**config.mk**
```make
export PLATFORM = sky130hd
export DESIGN_NAME = port_phy_tuning_regs
export DESIGN_NICKNAME = d
export VERILOG_FILES = /design/src/inc/port_phy_pkg.sv /design/src/rtl/port_phy_tuning_regs.sv /design/src/rtl/pin_swap_lane.sv
export SDC_FILE = /design/constraint.sdc
export NUM_CORES = 1
export LEC_CHECK = 0
export ABC_AREA = 1
export BUFFER_PORTS_ARGS = -buffer_cell sky130_fd_sc_hd__buf_2
export CAP_MARGIN = 20
export CORE_MARGIN = 2
export CORE_UTILIZATION = 51
export DETAILED_ROUTE_END_ITERATION = 16
export PLACE_DENSITY = 0.89
export SLEW_MARGIN = 20
export SYNTH_ARGS = -nofsm -noshare
export SYNTH_HDL_FRONTEND = slang
export SYNTH_HIERARCHICAL = 1
export SYNTH_SLANG_ARGS = --single-unit
```
**constraint.sdc**
```tcl
create_clock -name clock_i -period 2 [get_ports clock_i]
set_input_delay 0.2 -clock clock_i [delete_from_list [all_inputs] [get_ports clock_i]]
set_output_delay 0.2 -clock clock_i [all_outputs]
set_load 0.02 [all_outputs]
```
**src/inc/port_phy_pkg.sv**
```systemverilog
// Constants, field layout and decode helpers for the port tuning registers
package port_phy_pkg;

   localparam int ADDR_W       = 8;
   localparam int DATA_W       = 8;
   localparam int BOOST_W      = 2;
   localparam int LEVEL_W      = 4;
   localparam int DS_COUNT     = 4;
   localparam int PORT_COUNT   = 5;

   // Register byte offsets
   localparam logic [ADDR_W-1:0] BOOST_OFFSET = 8'hf8;
   localparam logic [ADDR_W-1:0] SWAP_OFFSET  = 8'hfa;

   // Reset values
   localparam logic [DATA_W-1:0]     BOOST_RESET = 8'h00;
   localparam logic [PORT_COUNT-1:0] SWAP_RESET  = 5'h00;
   localparam logic [DATA_W-1:0]     READ_IDLE   = 8'h00;

   // Field positions in the downstream boost register
   localparam int DS1_BOOST_LSB = 0;
   localparam int DS2_BOOST_LSB = 2;
   localparam int DS3_BOOST_LSB = 4;
   localparam int DS4_BOOST_LSB = 6;

   // Field positions in the pin swap register
   localparam int SWAP_UP_BIT    = 0;
   localparam int SWAP_DS1_BIT   = 1;
   localparam int SWAP_DS4_BIT   = 4;
   localparam int SWAP_RSVD_LSB  = 5;
   localparam int SWAP_RSVD_W    = 3;
   localparam logic [SWAP_RSVD_W-1:0] SWAP_RSVD_READ = 3'h0;

   typedef enum logic [BOOST_W-1:0] {
      BOOST_NONE   = 2'b00,
      BOOST_LOW    = 2'b01,
      BOOST_MEDIUM = 2'b10,
      BOOST_HIGH   = 2'b11
   } boost_level_type;

   // One-hot drive levels toward the transceiver
   localparam logic [LEVEL_W-1:0] LEVEL_NONE   = 4'h1;
   localparam logic [LEVEL_W-1:0] LEVEL_LOW    = 4'h2;
   localparam logic [LEVEL_W-1:0] LEVEL_MEDIUM = 4'h4;
   localparam logic [LEVEL_W-1:0] LEVEL_HIGH   = 4'h8;

   function automatic logic [BOOST_W-1:0] boost_field(input logic [DATA_W-1:0] value,
                                                      input int lsb);
      boost_field = value[lsb +: BOOST_W];
   endfunction

   function automatic logic [LEVEL_W-1:0] boost_onehot(input logic [BOOST_W-1:0] sel);
      unique case (boost_level_type'(sel))
         BOOST_NONE:   boost_onehot = LEVEL_NONE;
         BOOST_LOW:    boost_onehot = LEVEL_LOW;
         BOOST_MEDIUM: boost_onehot = LEVEL_MEDIUM;
         BOOST_HIGH:   boost_onehot = LEVEL_HIGH;
      endcase
   endfunction

endpackage

```
**src/rtl/port_phy_tuning_regs.sv**
```systemverilog
// Port drive-boost and data-pin swap registers with their per-port controls
//
// Overview of operation
// - Downstream port 4 boost selector comes from boost register bits 7:6.
// - Downstream port 3 boost selector comes from boost register bits 5:4.
// - Downstream port 2 boost selector comes from boost register bits 3:2.
// - Downstream port 1 boost selector comes from boost register bits 1:0.
// - Selector 00 none, 01 low, 10 medium, 11 high boost.
// - Swap bit 0 keeps pins straight; 1 exchanges positive and negative pins.
// - Swap register bit 0 swaps the upstream port data pins.
// - Swap register bits 1 to 4 swap downstream ports 1 to 4.
// - Swap bits 7 to 5 are reserved, have no function, read zero.
//
// Design decision made here: the plain strobed port.
`timescale 1ns/1ps
module port_phy_tuning_regs
   import port_phy_pkg::*;
(
   input  wire logic                                 clock_i,
   input  wire logic                                 reset_i,
   // Register port
   input  wire logic [port_phy_pkg::ADDR_W-1:0]      reg_addr_i,
   input  wire logic [port_phy_pkg::DATA_W-1:0]      reg_wdata_i,
   input  wire logic                                 reg_write_i,
   input  wire logic                                 reg_read_i,
   output logic      [port_phy_pkg::DATA_W-1:0]      reg_rdata_o,
   // Raw boost selectors toward the downstream transceivers
   output logic      [port_phy_pkg::BOOST_W-1:0]     ds1_drive_boost_o,
   output logic      [port_phy_pkg::BOOST_W-1:0]     ds2_drive_boost_o,
   output logic      [port_phy_pkg::BOOST_W-1:0]     ds3_drive_boost_o,
   output logic      [port_phy_pkg::BOOST_W-1:0]     ds4_drive_boost_o,
   // One-hot drive levels toward the downstream transceivers
   output logic      [port_phy_pkg::LEVEL_W-1:0]     ds1_drive_level_o,
   output logic      [port_phy_pkg::LEVEL_W-1:0]     ds2_drive_level_o,
   output logic      [port_phy_pkg::LEVEL_W-1:0]     ds3_drive_level_o,
   output logic      [port_phy_pkg::LEVEL_W-1:0]     ds4_drive_level_o,
   output logic      [port_phy_pkg::DS_COUNT-1:0]    ds_boost_active_o,
   // Swap control, index 0 upstream, 1 to 4 downstream ports
   output logic      [port_phy_pkg::PORT_COUNT-1:0]  pin_swap_bits_o,
   // Core side of each port lane
   input  wire logic [port_phy_pkg::PORT_COUNT-1:0]  core_pos_out_i,
   input  wire logic [port_phy_pkg::PORT_COUNT-1:0]  core_pos_oe_n_i,
   input  wire logic [port_phy_pkg::PORT_COUNT-1:0]  core_neg_out_i,
   input  wire logic [port_phy_pkg::PORT_COUNT-1:0]  core_neg_oe_n_i,
   output logic      [port_phy_pkg::PORT_COUNT-1:0]  core_pos_in_o,
   output logic      [port_phy_pkg::PORT_COUNT-1:0]  core_neg_in_o,
   // Pin side of each port lane
   input  wire logic [port_phy_pkg::PORT_COUNT-1:0]  positive_data_pin_i,
   output logic      [port_phy_pkg::PORT_COUNT-1:0]  positive_data_pin_o,
   output logic      [port_phy_pkg::PORT_COUNT-1:0]  positive_data_pin_oe_n_o,
   input  wire logic [port_phy_pkg::PORT_COUNT-1:0]  negative_data_pin_i,
   output logic      [port_phy_pkg::PORT_COUNT-1:0]  negative_data_pin_o,
   output logic      [port_phy_pkg::PORT_COUNT-1:0]  negative_data_pin_oe_n_o
);

   import port_phy_pkg::*;

   logic [DATA_W-1:0]     boost_reg;
   logic [DATA_W-1:0]     boost_next;
   logic [PORT_COUNT-1:0] swap_reg;
   logic [PORT_COUNT-1:0] swap_next;
   logic [DATA_W-1:0]     rdata_reg;
   logic [DATA_W-1:0]     rdata_next;
   logic                  boost_hit;
   logic                  swap_hit;

   assign boost_hit = (reg_addr_i == BOOST_OFFSET);
   assign swap_hit  = (reg_addr_i == SWAP_OFFSET);

   always_comb begin
      boost_next = boost_reg;
      if (reg_write_i && boost_hit) begin
         boost_next = reg_wdata_i;
      end
   end

   always_comb begin
      swap_next = swap_reg;
      if (reg_write_i && swap_hit) begin
         swap_next = reg_wdata_i[PORT_COUNT-1:0];
      end
   end

   always_ff @(posedge clock_i or posedge reset_i) begin
      if (reset_i) begin
         boost_reg <= BOOST_RESET;
      end else begin
         boost_reg <= boost_next;
      end
   end

   always_ff @(posedge clock_i or posedge reset_i) begin
      if (reset_i) begin
         swap_reg <= SWAP_RESET;
      end else begin
         swap_reg <= swap_next;
      end
   end

   // Unmapped addresses read as zero; the reserved swap bits read as zero
   always_comb begin
      rdata_next = READ_IDLE;
      if (reg_read_i) begin
         if (boost_hit) begin
            rdata_next = boost_reg;
         end else if (swap_hit) begin
            rdata_next = {SWAP_RSVD_READ, swap_reg};
         end
      end
   end

   // Read data stand only in the cycle after the strobe
   always_ff @(posedge clock_i or posedge reset_i) begin
      if (reset_i) begin
         rdata_reg <= READ_IDLE;
      end else begin
         rdata_reg <= rdata_next;
      end
   end

   assign reg_rdata_o = rdata_reg;

   assign ds4_drive_boost_o = boost_field(boost_reg, DS4_BOOST_LSB);
   assign ds3_drive_boost_o = boost_field(boost_reg, DS3_BOOST_LSB);
   assign ds2_drive_boost_o = boost_field(boost_reg, DS2_BOOST_LSB);
   assign ds1_drive_boost_o = boost_field(boost_reg, DS1_BOOST_LSB);

   // Levels load from the next value so they change on the same edge as the register
   // selector decode
   always_ff @(posedge clock_i or posedge reset_i) begin
      if (reset_i) begin
         ds1_drive_level_o <= LEVEL_NONE;
         ds2_drive_level_o <= LEVEL_NONE;
         ds3_drive_level_o <= LEVEL_NONE;
         ds4_drive_level_o <= LEVEL_NONE;
      end else begin
         ds1_drive_level_o <= boost_onehot(boost_field(boost_next, DS1_BOOST_LSB));
         ds2_drive_level_o <= boost_onehot(boost_field(boost_next, DS2_BOOST_LSB));
         ds3_drive_level_o <= boost_onehot(boost_field(boost_next, DS3_BOOST_LSB));
         ds4_drive_level_o <= boost_onehot(boost_field(boost_next, DS4_BOOST_LSB));
      end
   end

   // Flags ports running above nominal drive, a hint for compliance checks
   always_ff @(posedge clock_i or posedge reset_i) begin
      if (reset_i) begin
         ds_boost_active_o <= '0;
      end else begin
         ds_boost_active_o[0] <= (boost_field(boost_next, DS1_BOOST_LSB) != BOOST_NONE);
         ds_boost_active_o[1] <= (boost_field(boost_next, DS2_BOOST_LSB) != BOOST_NONE);
         ds_boost_active_o[2] <= (boost_field(boost_next, DS3_BOOST_LSB) != BOOST_NONE);
         ds_boost_active_o[3] <= (boost_field(boost_next, DS4_BOOST_LSB) != BOOST_NONE);
      end
   end

   assign pin_swap_bits_o = swap_reg;

   // Changing a swap bit during traffic corrupts the packet in flight;
   // software is expected to set it before the port is enabled.
   for (genvar p = 0; p < PORT_COUNT; p++) begin : g_lane
      pin_swap_lane u_lane (
         .clock_i                  (clock_i),
         .reset_i                  (reset_i),
         .swap_i                   (swap_reg[p]),
         .core_pos_out_i           (core_pos_out_i[p]),
         .core_pos_oe_n_i          (core_pos_oe_n_i[p]),
         .core_neg_out_i           (core_neg_out_i[p]),
         .core_neg_oe_n_i          (core_neg_oe_n_i[p]),
         .core_pos_in_o            (core_pos_in_o[p]),
         .core_neg_in_o            (core_neg_in_o[p]),
         .positive_data_pin_i      (positive_data_pin_i[p]),
         .positive_data_pin_o      (positive_data_pin_o[p]),
         .positive_data_pin_oe_n_o (positive_data_pin_oe_n_o[p]),
         .negative_data_pin_i      (negative_data_pin_i[p]),
         .negative_data_pin_o      (negative_data_pin_o[p]),
         .negative_data_pin_oe_n_o (negative_data_pin_oe_n_o[p])
      );
   end

endmodule

```
**src/rtl/pin_swap_lane.sv**
```systemverilog
// One port lane that routes the data functions to the two physical data pins
`timescale 1ns/1ps
module pin_swap_lane (
   input  wire logic clock_i,
   input  wire logic reset_i,
   input  wire logic swap_i,
   input  wire logic core_pos_out_i,
   input  wire logic core_pos_oe_n_i,
   input  wire logic core_neg_out_i,
   input  wire logic core_neg_oe_n_i,
   output logic      core_pos_in_o,
   output logic      core_neg_in_o,
   input  wire logic positive_data_pin_i,
   output logic      positive_data_pin_o,
   output logic      positive_data_pin_oe_n_o,
   input  wire logic negative_data_pin_i,
   output logic      negative_data_pin_o,
   output logic      negative_data_pin_oe_n_o
);

   // Pins idle undriven after reset so no port drives the cable before setup
   always_ff @(posedge clock_i or posedge reset_i) begin
      if (reset_i) begin
         positive_data_pin_o      <= 1'b0;
         positive_data_pin_oe_n_o <= 1'b1;
         negative_data_pin_o      <= 1'b0;
         negative_data_pin_oe_n_o <= 1'b1;
      end else if (swap_i) begin
         positive_data_pin_o      <= core_neg_out_i;
         positive_data_pin_oe_n_o <= core_neg_oe_n_i;
         negative_data_pin_o      <= core_pos_out_i;
         negative_data_pin_oe_n_o <= core_pos_oe_n_i;
      end else begin
         positive_data_pin_o      <= core_pos_out_i;
         positive_data_pin_oe_n_o <= core_pos_oe_n_i;
         negative_data_pin_o      <= core_neg_out_i;
         negative_data_pin_oe_n_o <= core_neg_oe_n_i;
      end
   end

   // Receive side follows the same swap so the core always sees true polarity
   always_ff @(posedge clock_i or posedge reset_i) begin
      if (reset_i) begin
         core_pos_in_o <= 1'b0;
         core_neg_in_o <= 1'b0;
      end else if (swap_i) begin
         core_pos_in_o <= negative_data_pin_i;
         core_neg_in_o <= positive_data_pin_i;
      end else begin
         core_pos_in_o <= positive_data_pin_i;
         core_neg_in_o <= negative_data_pin_i;
      end
   end

endmodule

```
==> impl_metrics.tcl, run 1 <==
set metrics [dict create \
    hold_depth 3 \
    p_clk_frac 0.385 \
    dpl_cell_area_sq_um 3510 \
    drcViolationCount 0 \
    r2r_cells 2 \
    cp.depth 1 \
    post_cts_resized 0 \
    critPathSlowestCell "dfrtp_1" \
    htreeDepth 3 \
    die_y_um 78.7 \
    reg2reg_slack_ns 1.00 \
    yosys-top-cells-area "dfrtp_1 50%, nand2_1 18%, dfstp_2 13%, nand4_1 4.6%, inv_1 3.3%" \
    max-cap-violations 0 \
    min_period_over_period 0.666 \
    gp_congestion 0.806 \
    endpoint_kind "output pin" \
    ant_nets 0 \
    fin_setup_tns_ns 0 \
    dr.pass1.iters 4 \
    setup_viol 0 \
    cellPowerDensity_nw_per_um2 840 \
    synth_fp_nets 361 \
    switching_share 0.255 \
    instances_no_fill 515 \
    rsz0062_at_grt "no" \
    start_util 0.523 \
    synthFlopType "dfrtp_1" \
    finalMaxSlewViolations 0 \
    syn_area_per_cell_sq_um 9.15 \
    core.rowCount 27 \
    postRouteWirelength_um 6510 \
    p_comb_frac 0.121 \
    hold_path.class "input pin to flip-flop" \
    die_area_sq_um 6190 \
    outcome "completed" \
    leakage_nw 2.18 \
    synthesis.area_sq_um 2850 \
    ios 121 \
    grt_max_degree 42 \
    finalCriticalPeriod_ns 1.33 \
    ir_drop_uv 716 \
    cp-start-kind "flip-flop" \
    required_ns 1.80 \
    min_to "g_lane[0].u_lane/positive_data_pin_oe_n_o" \
    synth_top_area_frac 0.501 \
    cts_num_sinks 71 \
    grt_use_total 0.218 \
    crit_fanout 10 \
    max_freq_mhz 751 \
    holdBufCountCts 1 \
    holdCritStartpoint "core_pos_oe_n_i[0]" \
    crit_family "flip-flops" \
    cts_tree "built" \
    synth-edff-count 0 \
    max_stage_delay_ns 0.56 \
    clock_latency_ns 0.33 \
    area_growth_pct 31.1 \
    fp.coreArea_sq_um 5440 \
    clockBufferDepth 2 \
    synth-seq-cells 71 \
    fin_nets 488 \
    vias 2578 \
    crit_type "flip-flop to output pin" \
    worstPathArrival_ns 1.13 \
    overflow 0 \
    synthMostInstantiatedCell "nand2_1" \
    seqPwrFrac 0.494 \
    drive_gt1_frac 0.370 \
    cts_buffers 9 \
    dpl.cell_count 498 \
    clk_pin_slew_ns 0.07 \
    grt_pass1_wl_um 10500 \
    design_area_sq_um 3730 \
    drt-initial-drc-count 119 \
    p_switching_uw 798 \
    crit_path_cell_trace "buf_2" \
    via_per_inst 5.01 \
    wl_per_cell_um 12.6 \
    diodes 0 \
    cp_num_buf_inv 1 \
    fin_worst_skew_ns 0.00521 \
    die_w_um 78.7 \
    internal-power_mw 2.34 \
    worstMarginPinSlew_ns 0.496 \
    yosysUniqueCellTypes 20 \
    maxSlewHeadroom 0.669 \
    reg2reg_from "pin_swap_bits_o[1]" \
    cts_setup_buffers 0 \
    async_flop_share 1.00 \
    hold_viol 0 \
    synth_warnings 6 \
    synth_area_leader_cell "dfrtp_1" \
    antenna_found_initial 0 \
    port_buffers 120 \
    rr_endpoint "reg_rdata_o[1]" \
    clockRootBuffer "clkbuf_8" \
    fillerInstances 431 \
    synthCells 311 \
    synth_common_cells "139 x nand2_1, 57 x dfrtp_1, 25 x inv_1" \
    hpwl_um 4820 \
    ys_seq_area_frac 0.631 \
    grt_pass1_vias 2411 \
]
==> cells by family after synthesis <==
logic type,synth area share
and+or+nand+nor,0.288
AOI/OAI and AO/OA,0.0242
buffers and inverters,0.0576
DFF,0.631
==> power groups by stage <==
stage / clock network [mW] / logic [mW] / registers, mW
floorplan: 0 / 0.130 / 1.66
global placement: 0 / 0.368 / 1.57
detailed placement: 0 / 0.380 / 1.57
CTS: 1.24 / 0.383 / 1.55
global route: 1.31 / 0.421 / 1.56
finish: 1.21 / 0.381 / 1.55
==> cell usage in the layout, fill, tap and decap left out, types with 2 or more instances in the layout <==
cell / count
nand2_1: 139
buf_2: 120
dfrtp_1: 57
inv_1: 25
nand4_1: 21
nor2_1: 21
dfstp_2: 14
clkbuf_8: 9
inv_2: 7
o2111ai_1: 5
o21ai_0: 5
nor3_1: 3
nand2_2: 2
bufinv_16: 2
clkinv_2: 2
buf_4: 2
==> per-stage QoR <==
stage / total power, mW / setup WS, ns / hold WS, ns / util
final: 3.14 / 0.669 / 0.0732 / 0.686
after global routing: 3.29 / 0.592 / 0.0604 / 0.686
after CTS: 3.17 / 0.652 / 0.0563 / 0.686
after detailed placement: 1.95 / 0.491 / 0.185 / 0.645
after global placement: 1.94 / 0.556 / 0.183 / 0.645
after floorplan: 1.79 / 0.861 / -0.0105 / -
==> routing by layer <==
metal / wire length [um] / vias to the layer above / GRT usage
met4: 87 / 0 / 0.0772
met5: 0 / - / 0
met2: 3240 / 123 / 0.376
met3: 567 / 15 / 0.0739
li1: - / 1230 / -
met1: 2620 / 1210 / 0.255
==> worst max-delay path by stage <==
stage / start / to / slack (ns)
3_5_place_dp: reg_addr_i[5] / pin_swap_bits_o[1] / 0.49
5_1_grt: pin_swap_bits_o[0] / pin_swap_bits_o[0] / 0.59
2_1_floorplan: reset_i / boost_reg[0] / 0.86
4_1_cts: pin_swap_bits_o[0] / pin_swap_bits_o[0] / 0.65
6_report: pin_swap_bits_o[0] / pin_swap_bits_o[0] / 0.67
3_3_place_gp: reg_addr_i[5] / pin_swap_bits_o[0] / 0.56
==> layout make-up <==
type	count	area, sq um	share of cell area
clock buffers	10	128	0.0342
clock inverters	6	86.3	0.0231
inverters	32	120	0.0322
multi-input cells	201	887	0.238
flip-flops and latches	71	1790	0.481
well taps	72	90.1	0.0241
repair buffers	123	626	0.168
Power figures use the tool's default switching activity.
==> run 2, diff against run 1 <==
--- a/config.mk
+++ b/config.mk
@@ -9,9 +9,9 @@
 export BUFFER_PORTS_ARGS = -buffer_cell sky130_fd_sc_hd__buf_2
 export CAP_MARGIN = 20
 export CORE_MARGIN = 2
-export CORE_UTILIZATION = 51
+export CORE_UTILIZATION = 43
 export DETAILED_ROUTE_END_ITERATION = 16
-export PLACE_DENSITY = 0.89
+export PLACE_DENSITY = 0.8
 export SLEW_MARGIN = 20
 export SYNTH_ARGS = -nofsm -noshare
 export SYNTH_HDL_FRONTEND = slang
==> constraint.sdc (replaced) <==
create_clock -name clock_i -period 1.2 [get_ports clock_i]
set_input_delay 0.12 -clock clock_i [delete_from_list [all_inputs] [get_ports clock_i]]
set_output_delay 0.12 -clock clock_i [all_outputs]
set_load 0.02 [all_outputs]
==> run 2 against run 1 <==
Effect of this change:
- sequential power grew 67%
- non-clock buffer count increased by 35
- routed wire length rose by 16%
- core utilization decreased by 4.1 points
- worst hold slack lost 0.013 ns
- cell count grew 7.8%
- critical endpoint unchanged
- largest cell class unchanged
==> impl_metrics.tcl, run 2 (synthesis gave the netlist of run 1 again) <==
set metrics [dict create \
    outcome "completed" \
    crit_type "flip-flop to output pin" \
    clock_latency_ns 0.34 \
    rsz0062_at_grt "no" \
    crit_family "flip-flops" \
    dpl.cell_count 508 \
    gp_congestion 0.857 \
    fin_total_pwr_mw 5.38 \
    min_to "reg_rdata_o[1]" \
    finalCriticalPeriod_ns 1.15 \
    area_growth_pct 44.7 \
    worstMarginPinSlew_ns 0.243 \
    grt_pass1_wl_um 12000 \
    drt-initial-drc-count 97 \
    setup_viol 0 \
    die_w_um 85.3 \
    hold_viol 0 \
    wl_per_cell_um 13.6 \
    diodes 0 \
    hold_path.class "input pin to flip-flop" \
    ir_drop_uv 875 \
    endpoint_kind "output pin" \
    ff_latch_area_sq_um 1800 \
    ant_nets 0 \
    ios 121 \
    critPathSlowestCell "dfrtp_2" \
    final_common_cell "nand2_1" \
    max_freq_mhz 872 \
    clk_pin_slew_ns 0.08 \
    max_stage_delay_ns 0.48 \
    overflow 0 \
    cellPowerDensity_nw_per_um2 1310 \
    core.rowCount 29 \
    fin_nets 523 \
    multiInputGateArea_sq_um 887 \
    hold_depth 3 \
    grt_pass1_vias 2625 \
    min_period_over_period 0.955 \
    startpoint "pin_swap_bits_o[0]" \
    crit_path_cell_trace "buf_2" \
    vias 2695 \
    port_buffers 120 \
    post-route-util 0.645 \
    required_ns 1.08 \
    r2r_cells 2 \
    hpwl_um 5180 \
    cp-start-kind "flip-flop" \
    start_util 0.446 \
    grt_use_total 0.211 \
    grt_max_degree 42 \
    holdCritStartpoint "reg_read_i" \
    postRouteWirelength_um 7570 \
    crit_fanout 10 \
    cts_num_sinks 71 \
    die_y_um 85.3 \
    leakage_nw 2.33 \
    cts_buffers 9 \
    cp_num_buf_inv 1 \
    instances_no_fill 555 \
    htreeDepth 3 \
    reg2reg_from "pin_swap_bits_o[1]" \
    fin_setup_tns_ns 0 \
    antenna_found_initial 0 \
    finalMaxSlewViolations 0 \
    fillerInstances 506 \
    dr.pass1.iters 4 \
    via_per_inst 4.86 \
    drcViolationCount 0 \
    rr_endpoint "reg_rdata_o[1]" \
    final_cell_mix "139 x nand2_1, 120 x buf_2, 52 x dfrtp_1" \
    die_area_sq_um 7280 \
    reg2reg_slack_ns 0.29 \
    worstPathArrival_ns 1.03 \
    drive_gt1_frac 0.364 \
    max-cap-violations 0 \
    maxSlewHeadroom 0.838 \
    clockBufferDepth 2 \
    cts_tree "built" \
    clockRootBuffer "clkbuf_8" \
    fin_worst_skew_ns 0.00575 \
    fp.coreArea_sq_um 6390 \
]
-- run 2: cell count changes in the layout (fill, tap and decap cells not counted), sizes merged --
cell         change
clkinv           -1
dlygate4sd3     +30
buf              +5
clkinvlp         +1
-- run 2: area by class of cell --
type / count / area share
sequential: 71 / 0.437
clock buffer: 10 / 0.0310
multi-input combinational: 201 / 0.215
inverter: 32 / 0.0292
clock inverter: 6 / 0.0207
timing repair buffer: 158 / 0.243
tap: 77 / 0.0234
-- run 2: report_power, final --
group          switching [mW]  internal, mW  total (mW)
clock                   0.891          1.16        2.05
combinational           0.453         0.286       0.740
sequential             0.0610          2.53        2.59
-- run 2: worst register-to-register path: stages (launching register included) --
cell and delay [ns]:
dfrtp_2 0.49, o2111ai_1 0.23, nor2_1 0.08
-- run 2: how the worst max path moves through the flow --
stage / slack, ns / cells past startpoint / end
after floorplan: 0.14 / 1 / boost_reg[0]
after global placement: 0.07 / 8 / ds4_drive_level_o[1]
after detailed placement: 0.04 / 8 / ds4_drive_level_o[0]
after CTS: 0.03 / 1 / positive_data_pin_oe_n_o[2]
after global routing: 0.01 / 1 / pin_swap_bits_o[0]
final: 0.05 / 1 / pin_swap_bits_o[0]
-- run 2: through the flow --
| step | hold slack (ns) | setup WS, ns | instance area (sq um) |
|---|---|---|---|
| 2_1_floorplan | -0.0905 | 0.141 | 2850 |
| 3_3_place_gp | 0.101 | 0.0728 | 3590 |
| 3_5_place_dp | 0.112 | 0.0404 | 3590 |
| 4_1_cts | 0.0486 | 0.0344 | 4120 |
| 5_1_grt | 0.0547 | 0.0144 | 4120 |
| 6_report | 0.0600 | 0.0536 | 4120 |
-- run 2: layer usage --
metal / part of all wire / wire length (um) / up-vias / track usage
li1: - / - / 1300 / -
met1: 0.41 / 3130 / 1280 / 0.257
met2: 0.50 / 3800 / 103 / 0.368
met3: 0.066 / 502 / 12 / 0.0409
met4: 0.018 / 138 / 0 / 0.0837
met5: 0 / 0 / - / 0
-- run 2: what timing repair did --
item	in CTS	in global routing
buffers inserted	0	0
hold endpoints to repair	97	0
hold buffers	31	0
endpoints found under the setup margin	5	0
resized for setup	5	0
